$ cat config.mk
export PLATFORM = sky130hd
export DESIGN_NAME = lcc_logic_cluster
export DESIGN_NICKNAME = d
export VERILOG_FILES = /design/src/verilog/lcc_pkg.sv /design/src/verilog/lcc_logic_cell.sv /design/src/verilog/lcc_ctrl_gen.sv /design/src/verilog/lcc_logic_cluster.sv
export VERILOG_INCLUDE_DIRS = /design/src /design/src/verilog
export SDC_FILE = /design/constraint.sdc
export NUM_CORES = 2
export LEC_CHECK = 0
export ABC_AREA = 1
export BUFFER_PORTS_ARGS = -buffer_cell sky130_fd_sc_hd__buf_4
export CAP_MARGIN = 25
export CELL_PAD_IN_SITES_DETAIL_PLACEMENT = 1
export CELL_PAD_IN_SITES_GLOBAL_PLACEMENT = 1
export CORE_MARGIN = 2
export CORE_UTILIZATION = 45
export DETAILED_ROUTE_END_ITERATION = 16
export PLACE_DENSITY = 0.93
export SYNTH_ARGS = -nofsm -noshare
export SYNTH_HDL_FRONTEND = slang
export SYNTH_HIERARCHICAL = 1
export SYNTH_SLANG_ARGS = --single-unit
$ cat constraint.sdc
create_clock -name ref_clk_i -period 28.5 [get_ports ref_clk_i]
set_clock_uncertainty 0.2 [all_clocks]
set_input_delay 2.85 -clock ref_clk_i [delete_from_list [all_inputs] [get_ports ref_clk_i]]
set_output_delay 2.85 -clock ref_clk_i [all_outputs]
set_load 0.005 [all_outputs]
$ cat src/verilog/lcc_cfg.svh
`ifndef LCC_CFG_SVH
`define LCC_CFG_SVH

`define LCC_NUM_CELLS   10
`define LCC_NUM_CTRL    10
`define LCC_NUM_ROW     8
`define LCC_NUM_ROUTE   8
`define LCC_NUM_SRC     38
`define LCC_SEL_W       6
`define LCC_CSEL_W      4
`define LCC_CSEL_BITS   40
`define LCC_ADDR_W      8

`define LCC_OFS_CSEL_LO 8'h00
`define LCC_OFS_CSEL_HI 8'h04
`define LCC_OFS_STATUS  8'h08
`define LCC_PAGE_MASK   2'h1
`define LCC_PAGE_CFG    2'h2

`define LCC_CFG_USE_REG 24
`define LCC_CFG_CLK_SEL 25
`define LCC_CFG_CLR_SEL 26
`define LCC_CFG_LUT_CH  27
`define LCC_CFG_REG_CH  28
`define LCC_CFG_ARITH   29
`define LCC_CFG_WMASK   32'h3fffffff

`define LCC_STAT_REG_LSB 16
`define LCC_STAT_CARRY   28

`define LCC_RST_WORD    32'h00000000
`define LCC_RST_MASK    16'h0000
`define LCC_RST_HI      8'h00

`endif

$ cat src/verilog/lcc_pkg.sv
package lcc_pkg;

  typedef logic [31:0] lcc_word_t;
  typedef logic [15:0] lcc_mask_t;

  // position in this list is the control signal's index
  typedef enum logic [3:0]
  {
    LCC_CTL_CLK1,
    LCC_CTL_CLK2,
    LCC_CTL_ENA1,
    LCC_CTL_ENA2,
    LCC_CTL_ACLR0,
    LCC_CTL_ACLR1,
    LCC_CTL_SCLR,
    LCC_CTL_ALOAD,
    LCC_CTL_SLOAD,
    LCC_CTL_ADDSUB
  } lcc_ctl_t;

endpackage

$ cat src/verilog/lcc_logic_cell.sv
`timescale 1ns/1ps
module lcc_logic_cell
(
  input  wire logic                ref_clk_i,
  input  wire logic                reset_n_i,
  input  wire lcc_pkg::lcc_mask_t  lut_mask_i,
  input  wire logic [3:0]          data_i,
  input  wire logic                use_reg_i,
  input  wire logic                clk_sel_i,
  input  wire logic                clr_sel_i,
  input  wire logic                lut_chain_en_i,
  input  wire logic                reg_chain_en_i,
  input  wire logic                arith_i,
  input  wire logic                lut_chain_i,
  input  wire logic                reg_chain_i,
  input  wire logic                carry_i,
  input  wire logic                clk1_tick_i,
  input  wire logic                clk2_tick_i,
  input  wire logic                aclr0_i,
  input  wire logic                aclr1_i,
  input  wire logic                aload_i,
  input  wire logic                sclr_i,
  input  wire logic                sload_i,
  input  wire logic                addsub_i,
  output logic                     lut_o,
  output logic                     reg_o,
  output logic                     carry_o,
  output logic                     out_o
);

  logic       reg_q;
  logic       reg_d;
  logic [3:0] in_w;
  logic       b_w;
  logic       tick_w;
  logic       aclr_w;

  always_comb
  begin
    in_w = data_i;
    if (lut_chain_en_i)
    begin
      in_w[0] = lut_chain_i;
    end
    b_w = in_w[1] ^ addsub_i;
    if (arith_i)
    begin
      lut_o   = in_w[0] ^ b_w ^ carry_i;
      carry_o = (in_w[0] & b_w) | (carry_i & (in_w[0] ^ b_w));
    end
    else
    begin
      lut_o   = lut_mask_i[in_w];
      carry_o = carry_i;
    end
    tick_w = clk_sel_i ? clk2_tick_i : clk1_tick_i;
    aclr_w = clr_sel_i ? aclr1_i : aclr0_i;
    reg_d  = reg_q;
    // asynchronous clears and load act without waiting for a cluster clock tick
    if (aclr_w)
    begin
      reg_d = 1'b0;
    end
    else if (aload_i)
    begin
      reg_d = in_w[3];
    end
    else if (tick_w)
    begin
      if (sclr_i)
      begin
        reg_d = 1'b0;
      end
      else if (sload_i)
      begin
        reg_d = in_w[3];
      end
      else
      begin
        reg_d = reg_chain_en_i ? reg_chain_i : lut_o;
      end
    end
    reg_o = reg_q;
    out_o = use_reg_i ? reg_q : lut_o;
  end

  always_ff @(posedge ref_clk_i)
  begin
    if (!reset_n_i)
    begin
      reg_q <= 1'b0;
    end
    else
    begin
      reg_q <= reg_d;
    end
  end

endmodule // lcc_logic_cell

$ cat src/verilog/lcc_ctrl_gen.sv
`timescale 1ns/1ps
`include "lcc_cfg.svh"
module lcc_ctrl_gen
(
  input  wire logic                       ref_clk_i,
  input  wire logic                       reset_n_i,
  input  wire logic [`LCC_NUM_ROW-1:0]    row_clk_i,
  input  wire logic [`LCC_NUM_ROUTE-1:0]  route_i,
  input  wire logic [`LCC_CSEL_BITS-1:0]  csel_i,
  output logic      [`LCC_NUM_CTRL-1:0]   ctl_o,
  output logic                            clk1_tick_o,
  output logic                            clk2_tick_o
);

  logic [15:0] src_w;
  logic [1:0]  prev_q;
  logic [1:0]  prev_d;

  assign src_w = {route_i, row_clk_i};

  genvar k;
  generate
    for (k = 0; k < `LCC_NUM_CTRL; k = k + 1)
    begin : g_ctl
      assign ctl_o[k] = src_w[csel_i[k*`LCC_CSEL_W +: `LCC_CSEL_W]];
    end
  endgenerate

  always_comb
  begin
    prev_d = {ctl_o[lcc_pkg::LCC_CTL_CLK2], ctl_o[lcc_pkg::LCC_CTL_CLK1]};
    // clock one ticks on rising edges, clock two on falling edges
    clk1_tick_o = ctl_o[lcc_pkg::LCC_CTL_CLK1] & ~prev_q[0]
                & ctl_o[lcc_pkg::LCC_CTL_ENA1];
    clk2_tick_o = ~ctl_o[lcc_pkg::LCC_CTL_CLK2] & prev_q[1]
                & ctl_o[lcc_pkg::LCC_CTL_ENA2];
  end

  always_ff @(posedge ref_clk_i)
  begin
    if (!reset_n_i)
    begin
      prev_q <= 2'h0;
    end
    else
    begin
      prev_q <= prev_d;
    end
  end

endmodule // lcc_ctrl_gen

$ cat src/verilog/lcc_logic_cluster.sv
// Summary of operation
// - The cluster holds exactly ten logic cells with chains and controls.
// - Cell inputs come from routing, own cell outputs and left/right links.
// - Local plus left and right links let one cell reach thirty others.
// - A cell may take the previous cell's lookup output as its first input.
// - A register may load the previous cell's register, forming a shifter.
// - Ten cluster control signals exist: two clocks, two enables and six more.
// - Each cell's clock choice also picks the matching clock enable.
// - Clock one acts on rising edges and clock two on falling edges.
// - A low clock enable stops its clock so registers hold.
// - Two asynchronous clears and one asynchronous load serve the cells.
// - Asynchronous load with its data input high presets the register.
// - A cluster add/subtract select makes each arithmetic-mode cell add or subtract.
// - Control signals are picked from eight row clocks and local routing.
// - Synchronous clear and load work for any mapped function.
// - Subtraction inverts the second operand and forces first carry to one.
// - Synchronous clear and load reach every cell register at the tick of its selected clock.
//
// Added by the designer: register access over Avalon-MM and the placing of the registers.
`timescale 1ns/1ps
`include "lcc_cfg.svh"
module lcc_logic_cluster
(
  input  wire logic                        ref_clk_i,
  input  wire logic                        reset_n_i,
  input  wire logic [`LCC_ADDR_W-1:0]      avs_address_i,
  input  wire logic                        avs_read_i,
  input  wire logic                        avs_write_i,
  input  wire logic [31:0]                 avs_writedata_i,
  input  wire logic [3:0]                  avs_byteenable_i,
  output logic      [31:0]                 avs_readdata_o,
  output logic                             avs_waitrequest_o,
  input  wire logic [`LCC_NUM_ROW-1:0]     row_clk_i,
  input  wire logic [`LCC_NUM_ROUTE-1:0]   route_i,
  input  wire logic [`LCC_NUM_CELLS-1:0]   direct_left_i,
  input  wire logic [`LCC_NUM_CELLS-1:0]   direct_right_i,
  input  wire logic                        carry_in_i,
  input  wire logic                        reg_chain_in_i,
  output logic      [`LCC_NUM_CELLS-1:0]   cell_out_o,
  output logic                             carry_out_o,
  output logic                             reg_chain_out_o
);

  localparam int NC = `LCC_NUM_CELLS;

  // bus slave state
  logic                wait_q;
  logic                wait_d;
  lcc_pkg::lcc_word_t  rdata_q;
  lcc_pkg::lcc_word_t  rdata_d;
  lcc_pkg::lcc_word_t  rd_w;

  // configuration state
  lcc_pkg::lcc_word_t  csel_lo_q;
  lcc_pkg::lcc_word_t  csel_lo_d;
  logic [7:0]          csel_hi_q;
  logic [7:0]          csel_hi_d;
  lcc_pkg::lcc_mask_t  mask_q [NC];
  lcc_pkg::lcc_mask_t  mask_d [NC];
  lcc_pkg::lcc_word_t  cfg_q  [NC];
  lcc_pkg::lcc_word_t  cfg_d  [NC];

  // cluster output state
  logic [NC-1:0]       out_q;
  logic [NC-1:0]       out_d;
  logic                carry_q;
  logic                carry_d;
  logic                chain_q;
  logic                chain_d;

  // cell and control wiring
  logic [`LCC_NUM_SRC-1:0]  src_w;
  logic [`LCC_NUM_CTRL-1:0] ctl_w;
  logic                     clk1_tick_w;
  logic                     clk2_tick_w;
  logic [NC-1:0]            lut_w;
  logic [NC-1:0]            reg_w;
  logic [NC-1:0]            carry_w;
  logic [NC-1:0]            cout_w;
  logic                     commit_w;
  logic [3:0]               idx_w;
  logic                     idx_ok_w;
  logic [1:0]               page_w;

  function automatic lcc_pkg::lcc_word_t merge_be
  (
    input lcc_pkg::lcc_word_t old_v,
    input lcc_pkg::lcc_word_t new_v,
    input logic [3:0]         be
  );
    lcc_pkg::lcc_word_t r;
    r = old_v;
    for (int b = 0; b < 4; b++)
    begin
      if (be[b])
      begin
        r[b*8 +: 8] = new_v[b*8 +: 8];
      end
    end
    return r;
  endfunction

  // feedback uses the registered copy so no combinational loop can form
  assign src_w = {direct_right_i, direct_left_i, out_q, route_i};

  assign page_w   = avs_address_i[7:6];
  assign idx_w    = avs_address_i[5:2];
  assign idx_ok_w = (idx_w < 4'(NC));
  assign commit_w = avs_write_i & ~wait_q;

  lcc_ctrl_gen u_ctrl
  (
    .ref_clk_i   (ref_clk_i),
    .reset_n_i   (reset_n_i),
    .row_clk_i   (row_clk_i),
    .route_i     (route_i),
    .csel_i      ({csel_hi_q, csel_lo_q}),
    .ctl_o       (ctl_w),
    .clk1_tick_o (clk1_tick_w),
    .clk2_tick_o (clk2_tick_w)
  );

  genvar i;
  generate
    for (i = 0; i < NC; i = i + 1)
    begin : g_cell
      logic [3:0] data_w;
      logic       lch_w;
      logic       rch_w;

      always_comb
      begin
        for (int k = 0; k < 4; k++)
        begin
          logic [`LCC_SEL_W-1:0] s;
          s = cfg_q[i][k*`LCC_SEL_W +: `LCC_SEL_W];
          data_w[k] = (s < 6'(`LCC_NUM_SRC)) ? src_w[s] : 1'b0;
        end
      end

      if (i == 0)
      begin : g_first
        // subtraction forces the carry into the first cell high
        assign carry_w[i] = ctl_w[lcc_pkg::LCC_CTL_ADDSUB]
                          | carry_in_i;
        assign lch_w      = 1'b0;
        assign rch_w      = reg_chain_in_i;
      end
      else
      begin : g_next
        assign carry_w[i] = cout_w[i-1];
        assign lch_w      = lut_w[i-1];
        assign rch_w      = reg_w[i-1];
      end

      // shared control lines reach every cell in the same cycle
      lcc_logic_cell u_cell
      (
        .ref_clk_i      (ref_clk_i),
        .reset_n_i      (reset_n_i),
        .lut_mask_i     (mask_q[i]),
        .data_i         (data_w),
        .use_reg_i      (cfg_q[i][`LCC_CFG_USE_REG]),
        .clk_sel_i      (cfg_q[i][`LCC_CFG_CLK_SEL]),
        .clr_sel_i      (cfg_q[i][`LCC_CFG_CLR_SEL]),
        .lut_chain_en_i (cfg_q[i][`LCC_CFG_LUT_CH]),
        .reg_chain_en_i (cfg_q[i][`LCC_CFG_REG_CH]),
        .arith_i        (cfg_q[i][`LCC_CFG_ARITH]),
        .lut_chain_i    (lch_w),
        .reg_chain_i    (rch_w),
        .carry_i        (carry_w[i]),
        .clk1_tick_i    (clk1_tick_w),
        .clk2_tick_i    (clk2_tick_w),
        .aclr0_i        (ctl_w[lcc_pkg::LCC_CTL_ACLR0]),
        .aclr1_i        (ctl_w[lcc_pkg::LCC_CTL_ACLR1]),
        .aload_i        (ctl_w[lcc_pkg::LCC_CTL_ALOAD]),
        .sclr_i         (ctl_w[lcc_pkg::LCC_CTL_SCLR]),
        .sload_i        (ctl_w[lcc_pkg::LCC_CTL_SLOAD]),
        .addsub_i       (ctl_w[lcc_pkg::LCC_CTL_ADDSUB]),
        .lut_o          (lut_w[i]),
        .reg_o          (reg_w[i]),
        .carry_o        (cout_w[i]),
        .out_o          (out_d[i])
      );
    end
  endgenerate

  // read mux
  always_comb
  begin
    rd_w = `LCC_RST_WORD;
    if (page_w == `LCC_PAGE_MASK && idx_ok_w)
    begin
      rd_w = {16'h0000, mask_q[idx_w]};
    end
    else if (page_w == `LCC_PAGE_CFG && idx_ok_w)
    begin
      rd_w = cfg_q[idx_w];
    end
    else
    begin
      case (avs_address_i)
        `LCC_OFS_CSEL_LO: rd_w = csel_lo_q;
        `LCC_OFS_CSEL_HI: rd_w = {24'h000000, csel_hi_q};
        `LCC_OFS_STATUS:
        begin
          rd_w[NC-1:0] = out_q;
          rd_w[`LCC_STAT_REG_LSB +: NC] = reg_w;
          rd_w[`LCC_STAT_CARRY] = carry_q;
        end
        default: rd_w = `LCC_RST_WORD;
      endcase
    end
  end

  // one wait cycle per access, then the answer for one cycle
  always_comb
  begin
    wait_d  = 1'b1;
    rdata_d = rdata_q;
    if ((avs_read_i | avs_write_i) && wait_q)
    begin
      wait_d = 1'b0;
      if (avs_read_i)
      begin
        rdata_d = rd_w;
      end
    end
  end

  always_ff @(posedge ref_clk_i)
  begin
    if (!reset_n_i)
    begin
      wait_q  <= 1'b1;
      rdata_q <= `LCC_RST_WORD;
    end
    else
    begin
      wait_q  <= wait_d;
      rdata_q <= rdata_d;
    end
  end

  // register writes land on the edge that ends the answer cycle, one edge after the wait ends
  always_comb
  begin
    csel_lo_d = csel_lo_q;
    csel_hi_d = csel_hi_q;
    for (int n = 0; n < NC; n++)
    begin
      mask_d[n] = mask_q[n];
      cfg_d[n]  = cfg_q[n];
    end
    if (commit_w)
    begin
      if (page_w == `LCC_PAGE_MASK && idx_ok_w)
      begin
        mask_d[idx_w] = 16'(merge_be({16'h0000, mask_q[idx_w]},
                                     avs_writedata_i, avs_byteenable_i));
      end
      else if (page_w == `LCC_PAGE_CFG && idx_ok_w)
      begin
        cfg_d[idx_w] = merge_be(cfg_q[idx_w], avs_writedata_i,
                                avs_byteenable_i) & `LCC_CFG_WMASK;
      end
      else if (avs_address_i == `LCC_OFS_CSEL_LO)
      begin
        csel_lo_d = merge_be(csel_lo_q, avs_writedata_i, avs_byteenable_i);
      end
      else if (avs_address_i == `LCC_OFS_CSEL_HI && avs_byteenable_i[0])
      begin
        csel_hi_d = avs_writedata_i[7:0];
      end
    end
  end

  always_ff @(posedge ref_clk_i)
  begin
    if (!reset_n_i)
    begin
      csel_lo_q <= `LCC_RST_WORD;
      csel_hi_q <= `LCC_RST_HI;
      for (int n = 0; n < NC; n++)
      begin
        mask_q[n] <= `LCC_RST_MASK;
        cfg_q[n]  <= `LCC_RST_WORD;
      end
    end
    else
    begin
      csel_lo_q <= csel_lo_d;
      csel_hi_q <= csel_hi_d;
      for (int n = 0; n < NC; n++)
      begin
        mask_q[n] <= mask_d[n];
        cfg_q[n]  <= cfg_d[n];
      end
    end
  end

  // cluster outputs registered toward the neighbours
  always_comb
  begin
    carry_d = cout_w[NC-1];
    chain_d = reg_w[NC-1];
  end

  always_ff @(posedge ref_clk_i)
  begin
    if (!reset_n_i)
    begin
      out_q   <= '0;
      carry_q <= 1'b0;
      chain_q <= 1'b0;
    end
    else
    begin
      out_q   <= out_d;
      carry_q <= carry_d;
      chain_q <= chain_d;
    end
  end

  assign avs_readdata_o    = rdata_q;
  assign avs_waitrequest_o = wait_q;
  assign cell_out_o        = out_q;
  assign carry_out_o       = carry_q;
  assign reg_chain_out_o   = chain_q;

endmodule // lcc_logic_cluster

==> After elaboration in Yosys (flattened, before gate mapping) <==
Memories as Yosys holds them, arrays and structs flattened.
Index checks and enable logic that the tools add are counted.
{ "classes": {"n_addsub": 0, "multipliers": 0, "n_div": 0, "order_cmp": 103, "eq_ne": 4, "shifts": 0, "muxes": 334, "bitwise_logic": 95, "n_reduce_logical": 32} }
{ "ops": {"columns": ["op", "n"], "rows": [
  ["320-bit two-way mux", 3],
  ["32-bit two-way mux", 13],
  ["320-bit bitwise mux", 1],
  ["160-bit two-way mux", 2],
  ["6-bit by 7-bit < comparator with 1-bit output (second input constant)", 40],
  ["1-bit binary-select mux with 6-bit select", 40],
  ["6-bit < comparator (second input constant)", 40],
  ["1-bit two-way mux", 213],
  ["16-bit two-way mux", 11],
  ["160-bit bitwise mux", 1],
  ["8-bit two-way mux", 18],
  ["32-bit demux with 4-bit select", 1],
  ["4-bit by 5-bit < comparator with 1-bit output (second input constant)", 20],
  ["1-bit binary-select mux with 4-bit select", 20],
  ["16-bit demux with 4-bit select", 1],
  ["1-bit bitwise OR", 32],
  ["6-bit two-way mux", 5],
  ["10-bit case mux with 3 select lines", 1],
  ["1-bit bitwise XOR", 30],
  ["1-bit bitwise AND", 25],
  ["5-bit AND reduction", 5],
  ["10-bit case mux with 2 select lines", 1],
  ["2-bit nonzero test", 10],
  ["2-bit OR reduction", 10],
  ["15 further kinds", 25]
]} }
{ "word_totals": {"reg_bits": 97, "latch_bits": 0, "ramBits": 480, "rom_bits": 0, "inputBits": 86, "out_inout_bits": 45, "elab_cells": 591, "n_memories": 2} }
{ "mem_list": {"columns": ["name", "depth", "width", "read_ports", "rd_clocked_by_memory_dff", "wr", "line_no", "source"], "rows": [
  ["cfg_q", 10, 32, 11, 0, 10, "lcc_logic_cluster.sv:60", "lcc_pkg::lcc_word_t cfg_q [NC];"],
  ["mask_q", 10, 16, 11, 0, 10, "lcc_logic_cluster.sv:58", "lcc_pkg::lcc_mask_t mask_q [NC];"]
]} }

==> Longest topological paths before layout <==
An unclocked memory read counts as a cell.
{ "depth": {"word_depth": 49, "ltp_mapped": 95, "mapped_depth_nobuf": 94} }

==> Cells and area by module <==
Netlist, hierarchy kept.
{ "by_module_without_submodules": {"columns": ["mod", "instances", "cells_each", "area_each_um2", "seq_area_each_um2"], "rows": [
  ["lcc_logic_cluster", 1, 6984, 40070.9, 10910.5],
  ["lcc_logic_cell", 10, 71, 382.9, 20.0],
  ["lcc_ctrl_gen", 1, 327, 1671.6, 40.0]
]} }

==> Worst setup path before layout <==
OpenSTA, ideal clock, no wires.
{ "synth_timing": {"kind": "input to register", "start": "input route_i[5]", "end": "register out_q[9] (netlist: cell_out_o[9])", "setup_ps": 109, "t_arrival_ps": 15705, "slack_ps": 12486, "cell_stages": 63, "n_path_buf": 2, "path_cell_list": "clkbuf_1 > inv_1 > clkbuf_1 > a21oi_1 > o21ai_0 > nand3_1 > a21oi_1 > o21ai_0 > nand2_1 > nand2_1 > nand2_4 > nand2_4 > fa_1 > or2_2 > a21boi_2 > nand2_2 > nand2_4 > fa_1 > (+27 left out) > nand2_2 > nand2_4 > fa_1 > or2_2 > a21boi_2 > nand2_2 > nand2_4 > fa_1 > or2_2 > a21boi_2 > nand2_2 > nand2_4 > fa_1 > or2_2 > a21boi_2 > mux2_2 > nand2_1 > inv_1"} }
{ "synth_via": {"elab_chain_cells": 44, "word_cells_on_any_way": 230, "cone_classes": "mux (172); bitwise (58)"} }
{ "synth_lines": {"columns": ["item", "line_no", "source"], "rows": [
  ["from (decl)", "lcc_logic_cluster.sv:34", "input wire logic [`LCC_NUM_ROUTE-1:0] route_i,"],
  ["1-bit binary-select mux with 6-bit select (*)", "lcc_logic_cluster.sv:137", "data_w[k] = (s < 6'(`LCC_NUM_SRC)) ? src_w[s] : 1'b0;"],
  ["1-bit two-way mux (implied by the code) (*)", "lcc_logic_cluster.sv:137", null],
  ["1-bit two-way mux (*)", "lcc_logic_cluster.sv:137", null],
  ["net g_cell[0].data_w[0]", "lcc_logic_cluster.sv:127", "logic [3:0] data_w;"],
  ["1-bit two-way mux (*)", "lcc_logic_cell.sv:41", "if (lut_chain_en_i)"],
  ["1-bit binary-select mux with 4-bit select / 1-bit bitwise XOR (equally long branches)", "lcc_logic_cell.sv:53, lcc_logic_cell.sv:48", null],
  ["1-bit two-way mux (implied by the code) / 1-bit bitwise XOR (equally long branches)", "lcc_logic_cell.sv:53, lcc_logic_cell.sv:48", null],
  ["1-bit two-way mux (*)", "lcc_logic_cell.sv:46", "if (arith_i)"],
  ["net g_cell[1].lch_w", "lcc_logic_cluster.sv:128", "logic lch_w;"],
  ["(+4 left out)", null, null],
  ["net g_cell[2].lch_w", "lcc_logic_cluster.sv:128", null],
  ["(+4 left out)", null, null],
  ["net g_cell[3].lch_w", "lcc_logic_cluster.sv:128", null],
  ["(+4 left out)", null, null],
  ["net g_cell[4].lch_w", "lcc_logic_cluster.sv:128", null],
  ["(+4 left out)", null, null],
  ["net g_cell[5].lch_w", "lcc_logic_cluster.sv:128", null],
  ["(+4 left out)", null, null],
  ["net g_cell[6].lch_w", "lcc_logic_cluster.sv:128", null],
  ["(+4 left out)", null, null],
  ["net g_cell[7].lch_w", "lcc_logic_cluster.sv:128", null],
  ["(+4 left out)", null, null],
  ["net g_cell[8].lch_w", "lcc_logic_cluster.sv:128", null],
  ["(+4 left out)", null, null],
  ["net g_cell[9].lch_w", "lcc_logic_cluster.sv:128", null],
  ["1-bit two-way mux (*)", "lcc_logic_cell.sv:41", null],
  ["1-bit binary-select mux with 4-bit select / 1-bit bitwise XOR (equally long branches)", "lcc_logic_cell.sv:53, lcc_logic_cell.sv:48", null],
  ["1-bit two-way mux (implied by the code) / 1-bit bitwise XOR (equally long branches)", "lcc_logic_cell.sv:53, lcc_logic_cell.sv:48", null],
  ["1-bit two-way mux (*)", "lcc_logic_cell.sv:46", null],
  ["net lut_w[9]", "lcc_logic_cluster.sv:76", "logic [NC-1:0] lut_w;"],
  ["1-bit two-way mux (*)", "lcc_logic_cell.sv:84", "out_o = use_reg_i ? reg_q : lut_o;"],
  ["net out_d[9]", "lcc_logic_cluster.sv:65", "logic [NC-1:0] out_d;"],
  ["to (signal assigned)", "lcc_logic_cluster.sv:319", "out_q <= out_d;"],
  ["to (decl)", "lcc_logic_cluster.sv:64", "logic [NC-1:0] out_q;"]
]} }
Mark *: on every way through the listed nets, which the timed path passes. The rest lies on a longest branch. The select of a mux whose other input is x is not followed.
A chain may end at the register's enable or synchronous reset.

==> Worst setup path after layout <==
{ "layout_timing": {"start": "input direct_right_i[6]", "end": "register out_q[9] (netlist: cell_out_o[9])"} }
{ "layout_via": {"elab_chain_cells": 44, "word_cells_on_any_way": 227, "cone_classes": "mux (170); bitwise (57)"} }
{ "layout_lines": {"columns": ["item", "line_no", "source"], "rows": [
  ["from (decl)", "lcc_logic_cluster.sv:36", "input wire logic [`LCC_NUM_CELLS-1:0] direct_right_i,"],
  ["1-bit binary-select mux with 6-bit select (*)", "lcc_logic_cluster.sv:137", null],
  ["1-bit two-way mux (implied by the code) (*)", "lcc_logic_cluster.sv:137", null],
  ["1-bit two-way mux (*)", "lcc_logic_cluster.sv:137", null],
  ["net g_cell[0].data_w[0]", "lcc_logic_cluster.sv:127", null],
  ["1-bit two-way mux (*)", "lcc_logic_cell.sv:41", null],
  ["1-bit binary-select mux with 4-bit select / 1-bit bitwise XOR (equally long branches)", "lcc_logic_cell.sv:53, lcc_logic_cell.sv:48", null],
  ["1-bit two-way mux (implied by the code) / 1-bit bitwise XOR (equally long branches)", "lcc_logic_cell.sv:53, lcc_logic_cell.sv:48", null],
  ["1-bit two-way mux (*)", "lcc_logic_cell.sv:46", null],
  ["net g_cell[1].lch_w", "lcc_logic_cluster.sv:128", null],
  ["(+4 left out)", null, null],
  ["net g_cell[2].lch_w", "lcc_logic_cluster.sv:128", null],
  ["(+4 left out)", null, null],
  ["net g_cell[3].lch_w", "lcc_logic_cluster.sv:128", null],
  ["(+4 left out)", null, null],
  ["net g_cell[4].lch_w", "lcc_logic_cluster.sv:128", null],
  ["(+4 left out)", null, null],
  ["net g_cell[5].lch_w", "lcc_logic_cluster.sv:128", null],
  ["(+4 left out)", null, null],
  ["net g_cell[6].lch_w", "lcc_logic_cluster.sv:128", null],
  ["(+4 left out)", null, null],
  ["net g_cell[7].lch_w", "lcc_logic_cluster.sv:128", null],
  ["(+4 left out)", null, null],
  ["net g_cell[8].lch_w", "lcc_logic_cluster.sv:128", null],
  ["(+4 left out)", null, null],
  ["net g_cell[9].lch_w", "lcc_logic_cluster.sv:128", null],
  ["1-bit two-way mux (*)", "lcc_logic_cell.sv:41", null],
  ["1-bit binary-select mux with 4-bit select / 1-bit bitwise XOR (equally long branches)", "lcc_logic_cell.sv:53, lcc_logic_cell.sv:48", null],
  ["1-bit two-way mux (implied by the code) / 1-bit bitwise XOR (equally long branches)", "lcc_logic_cell.sv:53, lcc_logic_cell.sv:48", null],
  ["1-bit two-way mux (*)", "lcc_logic_cell.sv:46", null],
  ["net lut_w[9]", "lcc_logic_cluster.sv:76", null],
  ["1-bit two-way mux (*)", "lcc_logic_cell.sv:84", null],
  ["net out_d[9]", "lcc_logic_cluster.sv:65", null]
]} }
Marked as above.

==> impl_metrics.json <==
{
  "grt_pass1_vias": 57910,
  "via_per_inst": 6.600,
  "synthCells": 8021,
  "dpl.cell_count": 9005,
  "io_buffer_count": 130,
  "clock-sinks": 557,
  "hold_depth": 2,
  "totalPowerFinal_uw": 2115,
  "ys_seq_elements": 557,
  "overflow": 0,
  "drive_gt1_share_pct": 6.499,
  "fp.dieH_um": 322.2,
  "hold_viol": 0,
  "place_area_um2": 46600,
  "antenna_found_initial": 19,
  "clkLatencyLatePin_ns": 0.69,
  "finalWorstPathRequiredPeriod_ns": 17.52,
  "die_x_um": 322.2,
  "h-tree-depth": 3,
  "postRouteAntennaNets": 0,
  "grt_max_degree": 194,
  "instances_no_fill": 9156,
  "ioPinCount": 131,
  "grt.total_usage_pct": 47.35,
  "finalSetupViolations": 0,
  "cts-buffers-inserted": 70,
  "fillers": 14120,
  "maxCapViolations": 0,
  "initial_core_util_pct": 45.44,
  "hp-start": "avs_readdata_o[28]",
  "r2r_cells": 59,
  "std_cell_rows": 116,
  "start_kind": "primary input",
  "crit_top_cell": "nand2_4",
  "fin_crit_sh_pct": 61.47,
  "wl_per_cell_um": 27.86,
  "final_max_slew_viol_count": 0,
  "areaGrowthSynthToFinish_pct": 8.149,
  "r2r-start": "cfg_q[0][6]",
  "p_leak_uw": 0.02192,
  "ys_seq_area_share_pct": 24.47,
  "drc": 0,
  "worst-r2r-setup-slack_ns": 12.17,
  "slew_headroom_pct": 14.82,
  "path_class": "primary input to flop",
  "cp_slowest_cell": "fa_1",
  "cp-end-kind": "flop",
  "drt_wl_total_mm": 255.1,
  "max_stage_delay_ns": 0.51,
  "place.gp.congestion": 1.064,
  "clk_path_buf_depth": 3,
  "cp.required_ns": 28.88,
  "syn-cell-area_um2": 45570,
  "whs_endpoint": "avs_readdata_o[28]",
  "arrival_ns": 17.90,
  "tritoncts": "done",
  "drtPass1Iterations": 8,
  "setup_tns_ns": 0,
  "worst_pin_slew_ns": 1.278,
  "vdd.ir_drop.worst_v": 0.00005015,
  "yosys_warnings": 6,
  "cts_hold_buf": 0,
  "rsz0062_at_grt": "false",
  "dieArea_um2": 103800,
  "status": "finished, final reports clean",
  "cp_max_fo": 18,
  "timing.hold.ws_ns": 0.2726,
  "syn_avg_cell_area_um2": 5.681,
  "power.density_nw_per_um2": 42.91,
  "grt_pass1_wl_mm": 371.2,
  "post_cts_resized": 0,
  "core-area_um2": 100300,
  "max_freq_mhz": 57.08,
  "clkTransAtPathRegs_ns": 0.07,
  "drt_iter0_drc": 8509,
  "dp_hpwl_mm": 172.8,
  "rr_endpoint": "cell_out_o[9]",
  "root_buffer": "clkbuf_16",
  "final_cell_mix": "nand2_1 (1,628), o21ai_0 (1,221), inv_1 (1,143)",
  "synthDistinctLibCells": 43,
  "fin_nets": 7827,
  "design_area_um2": 49280,
  "vias": 60430,
  "hold_class": "flop to flop",
  "final_common_cell": "nand2_1",
  "cts_setup_buffers": 0
}
-- critical path, delay by kind of cell --
family | cells | cell delay [ns]
AOI/OAI and AO/OA | 12 | 2.07
adders and majority gates | 10 | 4.64
buffers and inverters | 4 | 1.09
muxes | 1 | 0.27
and+or+nand+nor | 36 | 6.91
-- per-stage QoR --
| stage | util (%) | setup slack, ns |
|---|---|---|
| floorplan | - | 12.49 |
| global placement | 46.40 | 10.90 |
| detailed placement | 46.47 | 10.66 |
| CTS | 48.88 | 11.31 |
| global route | 49.11 | 10.42 |
| finish | 49.14 | 10.98 |
-- power breakdown --
group | switching (µW) | internal, µW | total, µW
sequential | 8.87 | 783 | 792
combinational | 274 | 68.9 | 343
clock | 417 | 563 | 980
-- logic make-up (layout without fill, tap and decap cells) --
| logic type | Yosys count | after routing | share of synthesized area [%] |
|---|---|---|---|
| AOI/OAI and AO/OA | 2701 | 2701 | 31.57 |
| xor gates and xnor gates | 10 | 10 | 0.1922 |
| adders and majority gates | 10 | 10 | 0.4393 |
| buffers and inverters | 1798 | 1562 | 15.44 |
| DFF | 557 | 557 | 24.47 |
| muxes | 10 | 10 | 0.2471 |
| other | 1 | 15 | 0.008229 |
| and+or+nand+nor | 2934 | 2934 | 27.63 |
-- final cells by class --
class                   count  area [µm²]  area share, %
repair buffers            248        2083          4.227
clock buffers             103        2067          4.194
multi-input cells        5667       27410          55.62
flip-flops and latches    557       11160          22.64
diodes                     13       32.53        0.06601
inverters                1187        4478          9.086
clock inverters            24       357.8         0.7261
well taps                1357        1698          3.445
-- cells in the mapped netlist --
cell type	n	area, µm²
buf_4	37	277.8
buf_2	50	250.2
o21a_1	1	7.510
nor2_1	300	1126
clkbuf_1	460	1727
inv_1	1147	4305
nand3b_1	3	22.52
buf_1	49	183.9
nand2_2	38	237.7
nand4_1	24	150.1
a21boi_2	10	112.6
nor3_1	17	85.08
fa_1	10	200.2
nor2_4	3	33.78
nand2_4	20	225.2
inv_8	1	11.26
nand3_2	8	80.08
o2111ai_1	25	219.0
nor2_8	1	20.02
inv_2	21	78.83
o211ai_1	244	1832
nand2_1	1634	6133
or2_2	11	68.82
clkbuf_2	6	30.03
o211ai_2	1	12.51
nand3_4	2	35.03
clkinv_1	17	63.81
buf_6	9	101.4
conb_1	1	3.750
xor2_1	10	87.58
a211oi_1	10	75.07
clkinv_4	1	8.760
o2111a_1	2	22.52
o221ai_1	10	87.58
o21ai_0	1222	6116
nor2_2	4	25.02
o21ai_1	29	145.1
o22ai_1	4	25.02
mux2_2	10	112.6
a21oi_1	1142	5715
o21ai_4	1	16.27
dfxtp_1	557	11150
nand3_1	869	4349
-- sequential cells by signal (all words and copies together), names as in the netlist --
name / flops
u_ctrl/prev_q: 2
carry_out_o: 1
csel_lo_q: 32
mask_q: 160
csel_hi_q: 8
avs_readdata_o: 32
g_cell.u_cell/reg_o: 10
cfg_q: 300
cell_out_o: 10
reg_chain_out_o: 1
avs_waitrequest_o: 1
-- worst max-delay path by stage --
stage / startpoint / end / slack [ns] / depth (start not counted)
2_1_floorplan: route_i[5] / cell_out_o[9] / 12.49 / 63
3_3_place_gp: route_i[3] / cell_out_o[9] / 10.90 / 64
5_1_grt: route_i[3] / cell_out_o[9] / 10.42 / 64
4_1_cts: route_i[3] / cell_out_o[9] / 11.31 / 64
3_5_place_dp: route_i[3] / cell_out_o[9] / 10.66 / 64
6_report: direct_right_i[6] / cell_out_o[9] / 10.98 / 63
-- metal layers --
layer | up-vias | wire, µm | global-route usage (%)
met2 | 4470 | 102600 | 68.30
met5 | - | 137 | 0
met4 | 20 | 26590 | 40.54
met3 | 1587 | 35810 | 17.49
met1 | 28430 | 89910 | 55.33
li1 | 25920 | - | -
(Power assumes the default switching activity.)
